## src/design/sync_serial_pkg.sv

```systemverilog
/*
 * Constants, register map and carrier types for the clocked synchronous serial unit.
 * Assumes a 32-bit Avalon-MM slave port with word-aligned byte addresses.
 */
package sync_serial_pkg;
  localparam logic [5:0] ADDR_ROLE = 6'h00;
  localparam logic [5:0] ADDR_MODE = 6'h04;
  localparam logic [5:0] ADDR_ORDER_RATE = 6'h08;
  localparam logic [5:0] ADDR_DIR_EN = 6'h0c;
  localparam logic [5:0] ADDR_FLAGS = 6'h10;
  localparam logic [5:0] ADDR_RX_HOLD = 6'h14;
  localparam logic [5:0] ADDR_TX_HOLD = 6'h18;
  localparam logic [5:0] ADDR_CLK_HALT = 6'h1c;
  // field positions
  localparam int ROLE_MASTER_BIT = 6;
  localparam int ROLE_CLKPIN_BIT = 5;
  localparam int ORDER_BIT = 7;
  localparam int EN_TX_BIT = 7;
  localparam int EN_RX_BIT = 6;
  localparam int EN_SSTOP_BIT = 5;
  localparam int FLAG_OVERRUN_BIT = 6;
  localparam int FLAG_TX_EMPTY_BIT = 2;
  localparam int FLAG_TX_END_BIT = 3;
  localparam int FLAG_RX_FULL_BIT = 1;
  localparam int HALT_RELEASE_BIT = 0;
  localparam logic [1:0] MODE_CLOCKED_SYNC = 2'h1;
  localparam logic [7:0] RESET_BYTE = 8'h00;
  localparam logic [31:0] UNMAPPED_DATA = 32'h0000_0000;
  // rate codes: divide by 4 << code; code 1 gives the divide-by-eight rate
  localparam logic [2:0] RATE_DIV8 = 3'h1;
  localparam int BITS_PER_BYTE = 8;

  typedef struct packed {
    logic master;
    logic clk_out_en;
    logic msb_first;
    logic [2:0] rate;
    logic tx_en;
    logic rx_en;
    logic single_stop;
    logic run;
  } unit_cfg_t;

  typedef struct packed {
    logic sck;
    logic sdi;
  } pin_in_t;
endpackage

```

## src/design/rate_divider.sv

```systemverilog
/*
 * Half-period tick generator for the transfer clock.
 * Assumes the system clock; produces one-cycle enable pulses only.
 */
`timescale 1ns/1ps
module rate_divider import sync_serial_pkg::*; (
  input wire logic i_clk,
  input wire logic i_rst_n,
  input wire logic i_run,
  input wire logic [2:0] i_rate,
  output logic o_tick
);
  logic [9:0] cnt_ff;
  logic [9:0] half_w;
  // half period in system cycles: (4 << rate) / 2
  assign half_w = 10'(10'h002 << i_rate);

  always_ff @(posedge i_clk or negedge i_rst_n) begin
    if (!i_rst_n) begin
      cnt_ff <= 10'h000;
      o_tick <= 1'b0;
    end else if (!i_run) begin
      cnt_ff <= 10'h000;
      o_tick <= 1'b0;
    end else if (cnt_ff >= half_w - 10'h001) begin
      cnt_ff <= 10'h000;
      o_tick <= 1'b1;
    end else begin
      cnt_ff <= cnt_ff + 10'h001;
      o_tick <= 1'b0;
    end
  end
endmodule

```

## src/design/sync_serial_unit.sv

```systemverilog
/*
 * Clocked synchronous serial unit: Avalon-MM register slave, shift engine for master
 * and slave roles, double-buffered receive and buffered transmit.
 * Assumes one 200 MHz clock; pins from the peer pass a two-flop synchroniser.
 */
`timescale 1ns/1ps
module sync_serial_unit import sync_serial_pkg::*; (
  input wire logic i_clk,
  input wire logic i_rst_n,
  input wire logic [5:0] i_address,
  input wire logic i_read,
  input wire logic i_write,
  input wire logic [31:0] i_writedata,
  output logic [31:0] o_readdata,
  output logic o_waitrequest,
  input wire logic i_sck,
  output logic o_sck,
  output logic o_sck_oe_n,
  input wire logic i_sdi,
  output logic o_sdo
);
  typedef enum logic [1:0] {IDLE, SHIFT, DONE} shift_state_t;

  // bit reversal used on load
  function automatic logic [7:0] rev8(input logic [7:0] d);
    logic [7:0] r;
    r = 8'h00;
    for (int k = 0; k < BITS_PER_BYTE; k++) begin
      r[k] = d[7 - k];
    end
    return r;
  endfunction

  unit_cfg_t cfg_w;
  logic [7:0] role_ff, order_rate_ff, dir_en_ff, rx_hold_ff, tx_hold_ff, shift_ff;
  logic [1:0] mode_ff;
  logic halt_rel_ff;
  logic rx_full_ff, overrun_ff, tx_end_ff, tx_empty_ff;
  logic rx_full_seen_ff, overrun_seen_ff, tx_end_seen_ff;
  logic ack_ff;
  logic [31:0] rdata_ff;
  pin_in_t sync1_ff, sync2_ff;
  logic sck_last_ff;
  shift_state_t state_ff;
  logic [2:0] bit_cnt_ff;
  logic sck_lvl_ff;
  logic sdo_ff;
  logic rx_stopped_ff;
  logic tick_w;

  // configuration view of the control registers
  assign cfg_w.master = role_ff[ROLE_MASTER_BIT];
  assign cfg_w.clk_out_en = role_ff[ROLE_CLKPIN_BIT];
  assign cfg_w.msb_first = order_rate_ff[ORDER_BIT];
  assign cfg_w.rate = order_rate_ff[2:0];
  assign cfg_w.tx_en = dir_en_ff[EN_TX_BIT];
  assign cfg_w.rx_en = dir_en_ff[EN_RX_BIT] & ~rx_stopped_ff;
  assign cfg_w.single_stop = dir_en_ff[EN_SSTOP_BIT];
  // standby until released, and only clocked synchronous mode runs
  assign cfg_w.run = halt_rel_ff & (mode_ff == MODE_CLOCKED_SYNC);

  // bus decode: one access takes one wait cycle, answered at the next edge
  wire acc_w = (i_read | i_write) & ~ack_ff;
  wire wr_w = i_write & ack_ff;
  wire rd_w = i_read & ack_ff;
  wire wr_role_w = wr_w & (i_address == ADDR_ROLE);
  wire wr_mode_w = wr_w & (i_address == ADDR_MODE);
  wire wr_or_w = wr_w & (i_address == ADDR_ORDER_RATE);
  wire wr_en_w = wr_w & (i_address == ADDR_DIR_EN);
  wire wr_flags_w = wr_w & (i_address == ADDR_FLAGS);
  wire wr_tx_w = wr_w & (i_address == ADDR_TX_HOLD);
  wire wr_halt_w = wr_w & (i_address == ADDR_CLK_HALT);
  wire rd_flags_w = rd_w & (i_address == ADDR_FLAGS);
  wire rd_rx_w = rd_w & (i_address == ADDR_RX_HOLD);


  // pin synchronisers; only the second stage is looked at
  // the stages reset to the idle-high level of the lines, so that the release of
  // reset cannot be mistaken for a rising clock edge in slave role
  always_ff @(posedge i_clk or negedge i_rst_n) begin
    if (!i_rst_n) begin
      sync1_ff <= '{sck: 1'b1, sdi: 1'b1};
      sync2_ff <= '{sck: 1'b1, sdi: 1'b1};
      sck_last_ff <= 1'b1;
    end else begin
      sync1_ff <= '{sck: i_sck, sdi: i_sdi};
      sync2_ff <= sync1_ff;
      sck_last_ff <= sync2_ff.sck;
    end
  end

  rate_divider u_div (
    .i_clk(i_clk),
    .i_rst_n(i_rst_n),
    // kept running through the hand-over cycle so that a chained byte keeps the
    // clock rhythm; it stops only once the engine falls back to idle
    .i_run(cfg_w.run & cfg_w.master & ((state_ff == SHIFT) | (state_ff == DONE))),
    .i_rate(cfg_w.rate),
    .o_tick(tick_w)
  );

  // clock edges: master uses its own level, slave follows the synchronised pin
  wire rise_w = cfg_w.master ? (tick_w & ~sck_lvl_ff) : (sync2_ff.sck & ~sck_last_ff);
  wire fall_w = cfg_w.master ? (tick_w & sck_lvl_ff) : (~sync2_ff.sck & sck_last_ff);

  // transfers start when a direction has work: tx data pending, or master/slave reception
  wire tx_go_w = cfg_w.tx_en & ~tx_empty_ff & ~(overrun_ff & cfg_w.master);
  wire rx_go_w = cfg_w.rx_en & ~overrun_ff;
  wire start_w = cfg_w.run & (tx_go_w | rx_go_w) & (state_ff == IDLE);
  wire last_w = (state_ff == SHIFT) & rise_w & (bit_cnt_ff == 3'(BITS_PER_BYTE - 1));
  wire [7:0] load_w = cfg_w.msb_first ? rev8(tx_hold_ff) : tx_hold_ff;
  wire [7:0] shifted_w = {sync2_ff.sdi, shift_ff[7:1]};
  wire rx_byte_w = last_w & cfg_w.rx_en;
  wire rx_ok_w = rx_byte_w & ~rx_full_ff & ~overrun_ff;
  wire rx_ovr_w = rx_byte_w & rx_full_ff;

  // back-to-back continuation when the next byte is already waiting
  // judged in the hand-over cycle, when overrun and single stop of the byte just
  // finished are already visible, so neither can start one byte too many
  wire chain_w = (state_ff == DONE) & cfg_w.run & (tx_go_w | rx_go_w);

  // limitation: in master role the peer's data bit passes the two-flop
  // synchroniser, so it must settle within one half period less three cycles

  // shift engine; shift register only reached through holding registers
  always_ff @(posedge i_clk or negedge i_rst_n) begin
    if (!i_rst_n) begin
      state_ff <= IDLE;
      shift_ff <= RESET_BYTE;
      bit_cnt_ff <= 3'h0;
      sck_lvl_ff <= 1'b1;
      sdo_ff <= 1'b1;
    end else if (!cfg_w.run) begin
      state_ff <= IDLE;
      bit_cnt_ff <= 3'h0;
      sck_lvl_ff <= 1'b1;
    end else begin
      case (state_ff)
        IDLE: begin
          if (start_w) begin
            shift_ff <= load_w;
            sdo_ff <= load_w[0];
            bit_cnt_ff <= 3'h0;
            state_ff <= SHIFT;
          end
        end
        SHIFT: begin
          if (cfg_w.master && tick_w) begin
            sck_lvl_ff <= ~sck_lvl_ff;
          end
          if (fall_w && bit_cnt_ff != 3'h0) begin
            sdo_ff <= shift_ff[0];
          end
          if (rise_w) begin
            shift_ff <= shifted_w; // sample on rising edge
            bit_cnt_ff <= bit_cnt_ff + 3'h1;
            if (last_w) begin
              state_ff <= DONE;
            end
          end
        end
        DONE: begin
          // shift register free again for the next byte
          if (chain_w) begin
            shift_ff <= load_w;
            bit_cnt_ff <= 3'h0;
            state_ff <= SHIFT;
          end else begin
            state_ff <= IDLE;
          end
          // first bit of the chained byte goes out in the hand-over cycle, before the next falling edge
          sdo_ff <= load_w[0];
        end
        default: state_ff <= IDLE;
      endcase
    end
  end

  // holding registers and flags; hardware set wins over software clear
  always_ff @(posedge i_clk or negedge i_rst_n) begin
    if (!i_rst_n) begin
      rx_hold_ff <= RESET_BYTE;
      tx_hold_ff <= RESET_BYTE;
      tx_empty_ff <= 1'b1;
      rx_full_ff <= 1'b0;
      overrun_ff <= 1'b0;
      tx_end_ff <= 1'b0;
      rx_full_seen_ff <= 1'b0;
      overrun_seen_ff <= 1'b0;
      tx_end_seen_ff <= 1'b0;
      rx_stopped_ff <= 1'b0;
    end else begin
      if (wr_tx_w) begin
        tx_hold_ff <= i_writedata[7:0];
      end
      if (start_w && tx_go_w) begin
        tx_empty_ff <= 1'b1;
      end else if (chain_w && tx_go_w) begin
        tx_empty_ff <= 1'b1;
      end else if (wr_tx_w) begin
        tx_empty_ff <= 1'b0;
      end
      if (rx_ok_w) begin
        rx_hold_ff <= shifted_w;
      end
      // remember a read of 1 so that a later write of 0 may clear
      if (rd_flags_w) begin
        rx_full_seen_ff <= rx_full_ff;
        overrun_seen_ff <= overrun_ff;
        tx_end_seen_ff <= tx_end_ff;
      end
      if (rx_ok_w) begin
        rx_full_ff <= 1'b1;
      end else if (rd_rx_w || (wr_flags_w && rx_full_seen_ff &&
                   !i_writedata[FLAG_RX_FULL_BIT])) begin
        rx_full_ff <= 1'b0;
      end
      if (rx_ovr_w) begin
        overrun_ff <= 1'b1; // new byte dropped
      end else if (wr_flags_w && overrun_seen_ff && !i_writedata[FLAG_OVERRUN_BIT]) begin
        overrun_ff <= 1'b0;
      end
      if (last_w && cfg_w.tx_en && tx_empty_ff) begin
        tx_end_ff <= 1'b1;
      end else if (wr_tx_w || (wr_flags_w && tx_end_seen_ff &&
                   !i_writedata[FLAG_TX_END_BIT])) begin
        tx_end_ff <= 1'b0;
      end
      // single-stop: reception ends after one byte until re-enabled
      if (rx_byte_w && cfg_w.single_stop) begin
        rx_stopped_ff <= 1'b1;
      end else if (wr_en_w) begin
        rx_stopped_ff <= 1'b0;
      end
    end
  end


  // control registers
  // software may rewrite them at any time; a change takes effect at the next edge
  // and is not held back until the byte in flight has finished
  always_ff @(posedge i_clk or negedge i_rst_n) begin
    if (!i_rst_n) begin
      role_ff <= RESET_BYTE;
      mode_ff <= 2'h0;
      order_rate_ff <= RESET_BYTE;
      dir_en_ff <= RESET_BYTE;
      halt_rel_ff <= 1'b0; // standby after reset
    end else begin
      if (wr_role_w) role_ff <= i_writedata[7:0];
      if (wr_mode_w) mode_ff <= i_writedata[1:0];
      if (wr_or_w) order_rate_ff <= i_writedata[7:0];
      if (wr_en_w) dir_en_ff <= i_writedata[7:0];
      if (wr_halt_w) halt_rel_ff <= i_writedata[HALT_RELEASE_BIT];
    end
  end

  // read mux; receive holding has no write path shift register no address
  wire [7:0] flags_w = 8'({overrun_ff, 1'b0, 1'b0, tx_end_ff, tx_empty_ff, 1'b0,
                           rx_full_ff, 1'b0} >> 1) | 8'(overrun_ff) << FLAG_OVERRUN_BIT;
  logic [7:0] rsel_w;
  always_comb begin
    case (i_address)
      ADDR_ROLE: rsel_w = role_ff;
      ADDR_MODE: rsel_w = {6'h00, mode_ff};
      ADDR_ORDER_RATE: rsel_w = order_rate_ff;
      ADDR_DIR_EN: rsel_w = dir_en_ff;
      ADDR_FLAGS: rsel_w = 8'((8'(overrun_ff) << FLAG_OVERRUN_BIT) |
                              (8'(tx_end_ff) << FLAG_TX_END_BIT) |
                              (8'(tx_empty_ff) << FLAG_TX_EMPTY_BIT) |
                              (8'(rx_full_ff) << FLAG_RX_FULL_BIT));
      ADDR_RX_HOLD: rsel_w = rx_hold_ff;
      ADDR_TX_HOLD: rsel_w = tx_hold_ff;
      ADDR_CLK_HALT: rsel_w = {7'h00, halt_rel_ff};
      default: rsel_w = UNMAPPED_DATA[7:0];
    endcase
  end


  // bus handshake: waitrequest drops for one cycle per access
  // the ack flop blocks a second take of the same request in the answering cycle;
  // an access still held after the answering edge is taken again as a new access
  always_ff @(posedge i_clk or negedge i_rst_n) begin
    if (!i_rst_n) begin
      ack_ff <= 1'b0;
      rdata_ff <= UNMAPPED_DATA;
    end else begin
      ack_ff <= acc_w;
      if (acc_w && i_read) begin
        rdata_ff <= {24'h000000, rsel_w};
      end
    end
  end


  // outputs straight from flops; pin drive only when master with clock output selected
  // the extra register stage delays clock and data alike, so their relation holds
  always_ff @(posedge i_clk or negedge i_rst_n) begin
    if (!i_rst_n) begin
      o_sck <= 1'b1;
      o_sck_oe_n <= 1'b1;
      o_sdo <= 1'b1;
    end else begin
      o_sck <= sck_lvl_ff;
      o_sck_oe_n <= ~(cfg_w.run & cfg_w.master & cfg_w.clk_out_en);
      o_sdo <= sdo_ff;
    end
  end

  assign o_readdata = rdata_ff;
  assign o_waitrequest = ~ack_ff;

  wire unused_w = ^flags_w;
endmodule

```

## config.mk

```make
export PLATFORM = sky130hd
export DESIGN_NAME = sync_serial_unit
export DESIGN_NICKNAME = d
export VERILOG_FILES = /design/src/design/sync_serial_pkg.sv /design/src/design/rate_divider.sv /design/src/design/sync_serial_unit.sv
export SDC_FILE = /design/constraint.sdc
export NUM_CORES = 1
export LEC_CHECK = 0
export BUFFER_PORTS_ARGS = -buffer_cell sky130_fd_sc_hd__buf_4
export CAP_MARGIN = 0
export CORE_UTILIZATION = 63
export CTS_BUF_LIST = sky130_fd_sc_hd__clkbuf_8
export CTS_CLUSTER_SIZE = 30
export DETAILED_ROUTE_END_ITERATION = 7
export GPL_ROUTABILITY_DRIVEN = 0
export PLACE_DENSITY = 0.88
export SLEW_MARGIN = 15
export SYNTH_ARGS = -nofsm -noshare
export SYNTH_HDL_FRONTEND = slang
export SYNTH_SLANG_ARGS = --single-unit
```

## constraint.sdc

```tcl
create_clock -name i_clk -period 3.2 [get_ports i_clk]
set_input_delay 0.64 -clock i_clk [delete_from_list [all_inputs] [get_ports i_clk]]
set_output_delay 0.64 -clock i_clk [all_outputs]
set_load 0.01 [all_outputs]
```

==> results of run 1 <==
how the worst max path moves through the flow:
| stage | start | end | slack, ps |
|---|---|---|---|
| detailed placement | i_address[4] | order_rate_ff[6]$_DFFE_PN0P_ | 630 |
| floorplan | i_address[4] | order_rate_ff[0]$_DFFE_PN0P_ | 980 |
| CTS | role_ff[6]$_DFFE_PN0P_ | rx_hold_ff[7]$_DFFE_PN0P_ | 890 |
| global placement | i_address[4] | order_rate_ff[5]$_DFFE_PN0P_ | 680 |
| global route | role_ff[6]$_DFFE_PN0P_ | rx_hold_ff[7]$_DFFE_PN0P_ | 770 |
| finish | role_ff[6]$_DFFE_PN0P_ | rx_hold_ff[7]$_DFFE_PN0P_ | 910 |
kinds of logic (layout without fill, tap and decap cells):
group	after synthesis	after routing	share of synthesized area [%]
AOI/OAI and AO/OA	82	82	10.7
xor gates and xnor gates	8	8	1.45
adders and majority gates	15	15	3.88
buffers and inverters	57	68	6.55
DFF	94	94	49.0
muxes	62	62	14.6
other	1	25	0.0776
and+or+nand+nor	127	127	13.8
registers in the layout, indices dropped and copies added, names as in the netlist, 2 cells and up:
signal         flops
rx_hold_ff         8
u_div.cnt_ff      10
shift_ff           8
state_ff           2
sync1_ff           2
bit_cnt_ff         3
order_rate_ff      8
o_readdata         8
tx_hold_ff         8
mode_ff            2
dir_en_ff          8
role_ff            8
through the flow:
| step | utilization, % | total power, mW | setup WS, ps | cells |
|---|---|---|---|---|
| after global routing | 71.6 | 2.40 | 770 | 580 |
| after global placement | 69.0 | 1.54 | 677 | 564 |
| after detailed placement | 69.0 | 1.55 | 625 | 564 |
| final | 71.6 | 2.31 | 907 | 580 |
| after CTS | 71.6 | 2.31 | 887 | 580 |
| after floorplan | - | 1.48 | 982 | 470 |
layout make-up:
type / instances / area share [%]
Sequential cell: 94 / 45.1
Clock buffer: 9 / 2.36
Clock inverter: 7 / 1.26
Inverter: 17 / 1.22
Timing Repair Buffer: 35 / 5.08
Multi-Input combinational cell: 319 / 42.7
Tap cell: 99 / 2.36
power breakdown:
| part | switching [mW] | internal [mW] | total, mW | leakage, nW |
|---|---|---|---|---|
| logic | 0.133 | 0.0979 | 0.231 | 1.11 |
| registers | 0.0592 | 1.25 | 1.31 | 1.23 |
| clock network | 0.412 | 0.359 | 0.771 | 0.105 |
| total | 0.604 | 1.70 | 2.31 | 2.45 |
routing by layer:
layer	track usage, %	wire length, um
met1	35.3	4240
met4	8.51	197
met5	0	0
met3	8.23	678
met2	48.6	5150
critical path: cells and delay by family, from the launching register on:
| kind | cells | cell delay (ps) |
|---|---|---|
| DFF | 1 | 540 |
| muxes | 1 | 360 |
| and+or+nand+nor | 2 | 800 |
| AOI/OAI and AO/OA | 1 | 480 |
layout by cell type, fill, tap and decap left out, types with 4 or more instances in the layout:
master / netlist / final
a21oi_1: 21 / 21
buf_4: 24 / 34
clkbuf_8: 0 / 9
conb_1: 1 / 25
dfrtp_1: 83 / 83
dfstp_2: 11 / 11
ha_1: 15 / 15
inv_1: 17 / 18
mux2_2: 43 / 43
mux2i_1: 17 / 17
nand2_1: 45 / 45
nand3_1: 13 / 13
nand4_1: 7 / 7
nor2_1: 31 / 31
o21ai_0: 31 / 31
o22ai_1: 5 / 5
o31ai_1: 4 / 4
xor2_1: 7 / 7
==> results.py, run 1 <==
metrics = {
    "cells_and_area": {
        "num_antenna_cells": 0,
        "area_delta_synth_final_pct": 8.65,
        "seqCellArea_sq_um": 2370,
        "final_layout_size_suffix_gt1_share_pct": 24.1,
        "multi_input_area_sq_um": 2240,
        "fill_cells": 516,
        "final_area_sq_um": 5250,
        "nNetsFinal": 535,
    },
    "logic_synthesis": {
        "synth_top_area_share_pct": 43.0,
        "yosysSeqAreaShare_pct": 49.0,
        "syn-instance-count": 446,
        "yosysUniqueCellTypes": 57,
        "synth_edf_count": 0,
        "ys_async_sr_fraction_pct": 100,
        "synth_seq_cells": 94,
        "netlist_top_cells_count": "dfrtp_1, nand2_1, mux2_2",
        "synth.area.top_cells": "dfrtp_1, mux2_2, dfstp_2",
        "syn_area_per_cell_sq_um": 10.8,
        "post-synth-top-area-cell": "dfrtp_1",
        "synthFlopType": "dfrtp_1",
        "synth_warnings": 0,
        "yosysMostFrequentCell": "dfrtp_1",
        "netlist_area_sq_um": 4830,
    },
    "clock_tree": {
        "cts_htree_levels": 3,
        "post_cts_buffers": 0,
        "clock-sinks": 94,
        "clk_pin_slew_ps": 90,
        "clock_latency_ps": 360,
        "cts_buffers": 9,
        "cts_tree": "built",
        "clockRootBuffer": "clkbuf_8",
        "cts_resized": 0,
        "clockBufferDepth": 2,
        "holdBufCountCts": 0,
    },
    "sta": {
        "fmax_ghz": 0.436,
        "tightest_slew_ps": 791,
        "holdWs_ps": 313,
        "final-setup-viol-count": 0,
        "period_share_pct": 71.7,
        "final_hold_viol_count": 0,
        "clock_skew_ps": 13.1,
        "maxSlewViolCount": 0,
        "grt_setup_unrepaired": "false",
        "final.min_clock_period_ps": 2290,
        "max-slew-margin-rel_pct": 47.3,
        "fin_setup_tns_ps": 0,
    },
    "die": {
        "start_util_pct": 65.9,
        "io_pins": 80,
        "dieArea_sq_um": 8020,
        "die_y_um": 89.6,
        "rows": 31,
        "coreArea_sq_um": 7330,
        "die_x_um": 89.6,
    },
    "routing": {
        "first_iter_violations": 301,
        "wl_per_cell_um": 17.7,
        "wl_mm": 10.3,
        "ant_nets": 0,
        "first_pass_iters": 6,
        "drc_errors": 0,
        "num_vias": 3483,
        "via_per_inst": 6.01,
    },
    "power_and_ir_drop": {
        "power_leakage_nw": 2.45,
        "powerDensity_nw_per_um2": 440,
        "peakVddDrop_mv": 0.348,
    },
    "grt": {
        "grt_max_degree": 91,
        "grt_overflow": 0,
        "grt_pass1_wl_mm": 16.6,
        "grt.total_usage_pct": 28.5,
        "grt_pass1_vias": 3358,
        "antenna_found_initial": 0,
    },
    "worst_setup_path": {
        "r2r-start": "role_ff[6]$_DFFE_PN0P_",
        "r2r-end": "rx_hold_ff[7]$_DFFE_PN0P_",
        "path_class": "reg2reg",
        "crit_path_max_fanout": 12,
        "worstPathArrival_ps": 2540,
        "r2r_cells": 4,
        "cp_slowest_stage_delay_ps": 560,
        "crit_required_ps": 3440,
        "endpoint_kind": "register",
        "crit_path_start_kind": "register",
        "crit_path_top_delay_cell": "or3_1",
        "r2r_setup_slack_ps": 910,
        "crit_chain": "o32ai_4 > nand4_1 > or3_1 > mux2_2",
    },
    "placed_design": {
        "place_area_sq_um": 5060,
        "numPortBuffers": 31,
        "dp_hpwl_mm": 7.47,
    },
    "job": {
        "drv_cap": 0,
    },
    "run_status": {
        "outcome": "complete, no violations",
    },
    "worst_hold_path": {
        "hp-class": "in2async",
    },
}
(Power assumes the default switching activity.)
==> run 2, diff against run 1 <==
--- a/config.mk
+++ b/config.mk
@@ -7,12 +7,12 @@
 export LEC_CHECK = 0
 export BUFFER_PORTS_ARGS = -buffer_cell sky130_fd_sc_hd__buf_4
 export CAP_MARGIN = 0
-export CORE_UTILIZATION = 63
+export CORE_UTILIZATION = 59
 export CTS_BUF_LIST = sky130_fd_sc_hd__clkbuf_8
 export CTS_CLUSTER_SIZE = 30
 export DETAILED_ROUTE_END_ITERATION = 7
 export GPL_ROUTABILITY_DRIVEN = 0
-export PLACE_DENSITY = 0.88
+export PLACE_DENSITY = 0.83
 export SLEW_MARGIN = 15
 export SYNTH_ARGS = -nofsm -noshare
 export SYNTH_HDL_FRONTEND = slang
==> constraint.sdc (replaced) <==
create_clock -name i_clk -period 2.4 [get_ports i_clk]
set_input_delay 0.48 -clock i_clk [delete_from_list [all_inputs] [get_ports i_clk]]
set_output_delay 0.48 -clock i_clk [all_outputs]
set_load 0.01 [all_outputs]
==> run 2 against run 1 <==
Against the previous run:
- sequential power is 33% higher
- register-to-register slack worse by 640 ps
- setup slack worse by 640 ps
- via count down 0.11%
- clock-buffer cell count grew 2
- core utilization fell by 3.1 points
- non-clock buffer count rose by 9
- die area up 6.6%
- clock skew is 6.5 ps lower
- largest power group unchanged
==> results.py, run 2 (synthesis gave the netlist of run 1 again) <==
metrics = {
    "sta": {
        "fmax_ghz": 0.469,
        "clock_skew_ps": 6.60,
        "fin_ws_ps": 270,
        "final-setup-viol-count": 0,
        "period_share_pct": 88.8,
        "grt_setup_unrepaired": "false",
        "maxSlewViolCount": 0,
        "final.min_clock_period_ps": 2130,
        "final_hold_viol_count": 0,
        "fin_setup_tns_ps": 0,
    },
    "die": {
        "io_pins": 80,
        "start_util_pct": 61.9,
        "rows": 32,
        "die_x_um": 92.5,
        "coreArea_sq_um": 7810,
        "die_y_um": 92.5,
        "dieArea_sq_um": 8560,
    },
    "worst_setup_path": {
        "path_class": "reg2reg",
        "r2r_cells": 5,
        "crit_path_start_kind": "register",
        "crit_required_ps": 2650,
        "crit_path_max_fanout": 12,
        "worstPathArrival_ps": 2380,
        "endpoint_kind": "register",
    },
    "cells_and_area": {
        "final_layout_size_suffix_gt1_share_pct": 25.5,
        "num_antenna_cells": 0,
        "final_cell_mix": "dfrtp_1, nand2_1, mux2_2, buf_4",
        "top_register": "u_div.cnt_ff",
        "area_delta_synth_final_pct": 10.7,
        "final_area_sq_um": 5350,
        "largest_reg_flops": 10,
        "nNetsFinal": 544,
        "fill_cells": 579,
        "final_common_cell": "dfrtp_1",
    },
    "power_and_ir_drop": {
        "comb_power_share_pct": 9.8,
        "peakVddDrop_mv": 0.422,
        "swShare_pct": 25.7,
        "p_sw_mw": 0.809,
        "power_mw": 3.15,
        "seqPwrFrac_pct": 55.4,
        "clkPwrFrac_pct": 34.8,
        "power_leakage_nw": 2.50,
        "powerDensity_nw_per_um2": 588,
        "p_int_mw": 2.34,
    },
    "routing": {
        "num_vias": 3479,
        "drc_errors": 0,
        "wl_met1_mm": 4.32,
        "wl_met2_mm": 5.02,
        "first_pass_iters": 6,
        "top_layer_used": "met4",
        "wl_mm": 10.2,
        "ant_nets": 0,
        "wl_per_cell_um": 17.2,
        "first_iter_violations": 250,
        "wl_met3_um": 552,
        "via_per_inst": 5.88,
    },
    "placed_design": {
        "place_area_sq_um": 5140,
        "numPortBuffers": 31,
        "dp_hpwl_mm": 7.38,
        "preCtsSetupSlack_ps": 265,
    },
    "clock_tree": {
        "clk_pin_slew_ps": 90,
        "cts_buffers": 9,
        "clockBufferDepth": 2,
        "clockRootBuffer": "clkbuf_8",
        "cts_resized": 0,
        "clock_latency_ps": 370,
        "cts_tree": "built",
        "cts_htree_levels": 3,
        "holdBufCountCts": 0,
        "clock-sinks": 94,
        "post_cts_buffers": 0,
    },
    "grt": {
        "grt_pass1_wl_mm": 17.2,
        "grt.total_usage_pct": 26.5,
        "antenna_found_initial": 0,
        "grt_max_degree": 37,
        "grt_pass1_vias": 3529,
        "grt_overflow": 0,
    },
    "job": {
        "drv_cap": 0,
    },
    "worst_hold_path": {
        "hp-class": "in2async",
    },
    "run_status": {
        "outcome": "complete, no violations",
    },
}
-- run 2: cell type report --
type                            count  area (sq um)  area share (%)
Clock inverter                      5          58.8            1.10
Tap cell                          102           128            2.39
Timing Repair Buffer               44           343            6.41
Clock buffer                       11           151            2.83
Inverter                           17          63.8            1.19
Multi-Input combinational cell    319          2240            41.9
Sequential cell                    94          2370            44.2
-- run 2: worst paths after layout --
path / slack [ps] / start / end
min in group i_clk: 210 / i_sdi / sync1_ff[0]$_DFF_PN1_
max reg2reg: 270 / role_ff[6]$_DFFE_PN0P_ / rx_hold_ff[7]$_DFFE_PN0P_
min: 70 / i_rst_n / o_readdata[2]$_DFFE_PN0P_
min reg2reg: 360 / sync1_ff[1]$_DFF_PN1_ / sync2_ff[1]$_DFF_PN1_
max: 270 / role_ff[6]$_DFFE_PN0P_ / rx_hold_ff[7]$_DFFE_PN0P_
max in group asynchronous: 1600 / i_rst_n / u_div.cnt_ff[5]$_DFF_PN0_
-- run 2: routing by layer --
metal	up-vias	GRT usage (%)
met2	110	43.1
li1	1616	-
met3	30	5.83
met4	0	11.8
met5	-	0
met1	1723	33.9
-- run 2: critical path, cell delays in order, from the launching register on --
cell	delay, ps
dfrtp_1	620
nand2_1	160
o32ai_4	140
nand4_1	200
or3_1	550
mux2_2	350
-- run 2: per-stage QoR --
stage	hold WS, ps	util (%)	cells
2_1_floorplan	184	-	470
3_3_place_gp	346	65.8	576
3_5_place_dp	349	65.8	576
4_1_cts	78.3	68.5	592
5_1_grt	98.6	68.5	592
6_report	69.7	68.5	592
-- run 2: power by group through the flow --
stage | sequential, mW | combinational (mW) | clock [mW]
2_1_floorplan | 1.73 | 0.237 | 0
3_3_place_gp | 1.77 | 0.294 | 0
3_5_place_dp | 1.77 | 0.306 | 0
4_1_cts | 1.74 | 0.308 | 1.11
5_1_grt | 1.75 | 0.345 | 1.17
6_report | 1.74 | 0.307 | 1.10
==> run 3, diff against run 2 <==
==> constraint.sdc (replaced) <==
create_clock -name i_clk -period 2.2 [get_ports i_clk]
set_input_delay 0.44 -clock i_clk [delete_from_list [all_inputs] [get_ports i_clk]]
set_output_delay 0.44 -clock i_clk [all_outputs]
set_load 0.01 [all_outputs]
==> run 3 against run 2 <==
Against the previous run:
- register-to-register slack worse by 60 ps
- clock skew is 2.5 ps higher
- worst hold slack better by 110 ps
- sequential share of layout area decreased by 0.64 points
- largest power group unchanged
==> results.py, run 3 (synthesis gave the netlist of run 1 again) <==
metrics = {
    "job": {
        "drv_cap": 0,
    },
    "run_status": {
        "outcome": "complete, no violations",
    },
    "worst_hold_path": {
        "min_path_cells": 1,
        "hp-class": "in2reg",
        "min_to": "sync1_ff[0]$_DFF_PN1_",
        "worstHoldStart": "i_sdi",
    },
    "sta": {
        "max-slew-margin-rel_pct": 63.0,
        "clock_skew_ps": 9.09,
        "maxSlewViolCount": 0,
        "period_share_pct": 90.6,
        "grt_setup_unrepaired": "false",
        "final.min_clock_period_ps": 1990,
        "final-setup-viol-count": 0,
        "final_hold_viol_count": 0,
        "fin_setup_tns_ps": 0,
        "tightest_slew_ps": 553,
        "holdWs_ps": 180,
        "fmax_ghz": 0.501,
    },
    "worst_setup_path": {
        "crit_chain": "inv_1 > o32ai_4 > nand4_1 > or3_4 > mux2_2",
        "endpoint_kind": "register",
        "r2r_cells": 5,
        "crit_required_ps": 2450,
        "crit_family": "simple AND/OR/NAND/NOR gates",
        "crit_path_max_fanout": 9,
        "r2r_setup_slack_ps": 210,
        "crit_path_start_kind": "register",
        "cp_slowest_stage_delay_ps": 550,
        "path_class": "reg2reg",
        "path_buf_inv": 1,
        "r2r-start": "sync2_ff[1]$_DFF_PN1_",
        "worstPathArrival_ps": 2240,
        "crit_path_top_delay_cell": "dfstp_2",
        "r2r-end": "rx_hold_ff[0]$_DFFE_PN0P_",
    },
    "clock_tree": {
        "clk_pin_slew_ps": 90,
        "cts_htree_levels": 3,
        "post_cts_buffers": 0,
        "clock_latency_ps": 360,
        "clock-sinks": 94,
        "clockRootBuffer": "clkbuf_8",
        "cts_tree": "built",
        "cts_buffers": 9,
        "clockBufferDepth": 2,
    },
    "cells_and_area": {
        "fill_cells": 557,
        "layoutNonFillerInstCount": 596,
        "final_layout_size_suffix_gt1_share_pct": 26.5,
        "final_common_cell": "dfrtp_1",
        "final_cell_mix": "dfrtp_1, buf_4, nand2_1",
        "top_register": "u_div.cnt_ff",
        "num_antenna_cells": 0,
        "area_delta_synth_final_pct": 12.4,
        "largest_reg_flops": 10,
        "nNetsFinal": 548,
        "final_area_sq_um": 5430,
    },
    "power_and_ir_drop": {
        "power_mw": 3.63,
        "powerDensity_nw_per_um2": 669,
        "peakVddDrop_mv": 0.401,
        "power_leakage_nw": 2.54,
    },
    "routing": {
        "first_pass_iters": 4,
        "first_iter_violations": 199,
        "wl_per_cell_um": 17.0,
        "wl_mm": 10.1,
        "drc_errors": 0,
        "num_vias": 3452,
        "via_per_inst": 5.79,
        "ant_nets": 0,
    },
    "grt": {
        "use_met1_pct": 33.3,
        "met3_usage_pct": 4.43,
        "grt.total_usage_pct": 25.4,
        "grt_pass1_wl_mm": 16.6,
        "grt_max_degree": 45,
        "met2_usage_pct": 40.7,
        "antenna_found_initial": 0,
        "busiest_layer": "met2",
        "grt_overflow": 0,
        "grt_pass1_vias": 3414,
    },
    "die": {
        "coreArea_sq_um": 7810,
        "die_y_um": 92.5,
        "io_pins": 80,
        "die_x_um": 92.5,
        "start_util_pct": 61.9,
        "rows": 32,
        "dieArea_sq_um": 8560,
    },
    "placed_design": {
        "dp_cells": 579,
        "numPortBuffers": 31,
        "place_area_sq_um": 5160,
        "dp_hpwl_mm": 7.32,
    },
}
[run 3: cell types whose count changed in the layout (fill, tap and decap cells not counted), moves of 2 or more]
| cell | change |
|---|---|
| or3_1 | -2 |
| buf_4 | +3 |
| or3_4 | +2 |
| bufinv_16 | +2 |
[run 3: how the worst max path moves through the flow]
stage | depth (start not counted) | slack, ps | startpoint | end
final | 5 | 210 | sync2_ff[1]$_DFF_PN1_ | rx_hold_ff[0]$_DFFE_PN0P_
after global routing | 7 | 70 | order_rate_ff[1]$_DFFE_PN0P_ | u_div.cnt_ff[6]$_DFF_PN0_
after CTS | 5 | 30 | sync2_ff[1]$_DFF_PN1_ | rx_hold_ff[2]$_DFFE_PN0P_
after detailed placement | 5 | 70 | sync2_ff[1]$_DFF_PN1_ | rx_hold_ff[0]$_DFFE_PN0P_
after global placement | 5 | 130 | sync2_ff[1]$_DFF_PN1_ | rx_hold_ff[0]$_DFFE_PN0P_
after floorplan | 5 | 180 | i_address[4] | order_rate_ff[0]$_DFFE_PN0P_
[run 3: through the flow]
step	worst slack (ps)	utilization (%)
6_report	206	69.6
5_1_grt	72.2	69.6
4_1_cts	34.3	69.4
3_5_place_dp	73.8	66.1
3_3_place_gp	132	66.1
2_1_floorplan	182	-
[run 3: what timing repair did]
| action | CTS | global route |
|---|---|---|
| resized for setup | 0 | 3 |
| endpoints found under the setup margin | 0 | 17 |
| hold endpoints to repair | 21 | 0 |
| hold buffers | 1 | 0 |
[run 3: power breakdown]
part	internal, mW	switching (mW)
Sequential	1.82	0.0858
Clock	0.784	0.605
Combinational	0.151	0.192
Total	2.75	0.883
[run 3: cell type report]
type | instances | area [sq um] | area share [%]
clock inverter | 6 | 110 | 2.03
inverter | 17 | 63.8 | 1.17
tap | 102 | 128 | 2.35
multi-input combinational | 319 | 2250 | 41.4
timing repair buffer | 48 | 375 | 6.91
sequential | 94 | 2370 | 43.6
clock buffer | 10 | 138 | 2.53
[run 3: per-layer routing]
metal	routed length, um	up-vias
li1	-	1615
met1	4500	1692
met2	4850	114
met3	433	31
met4	352	0
met5	0	-
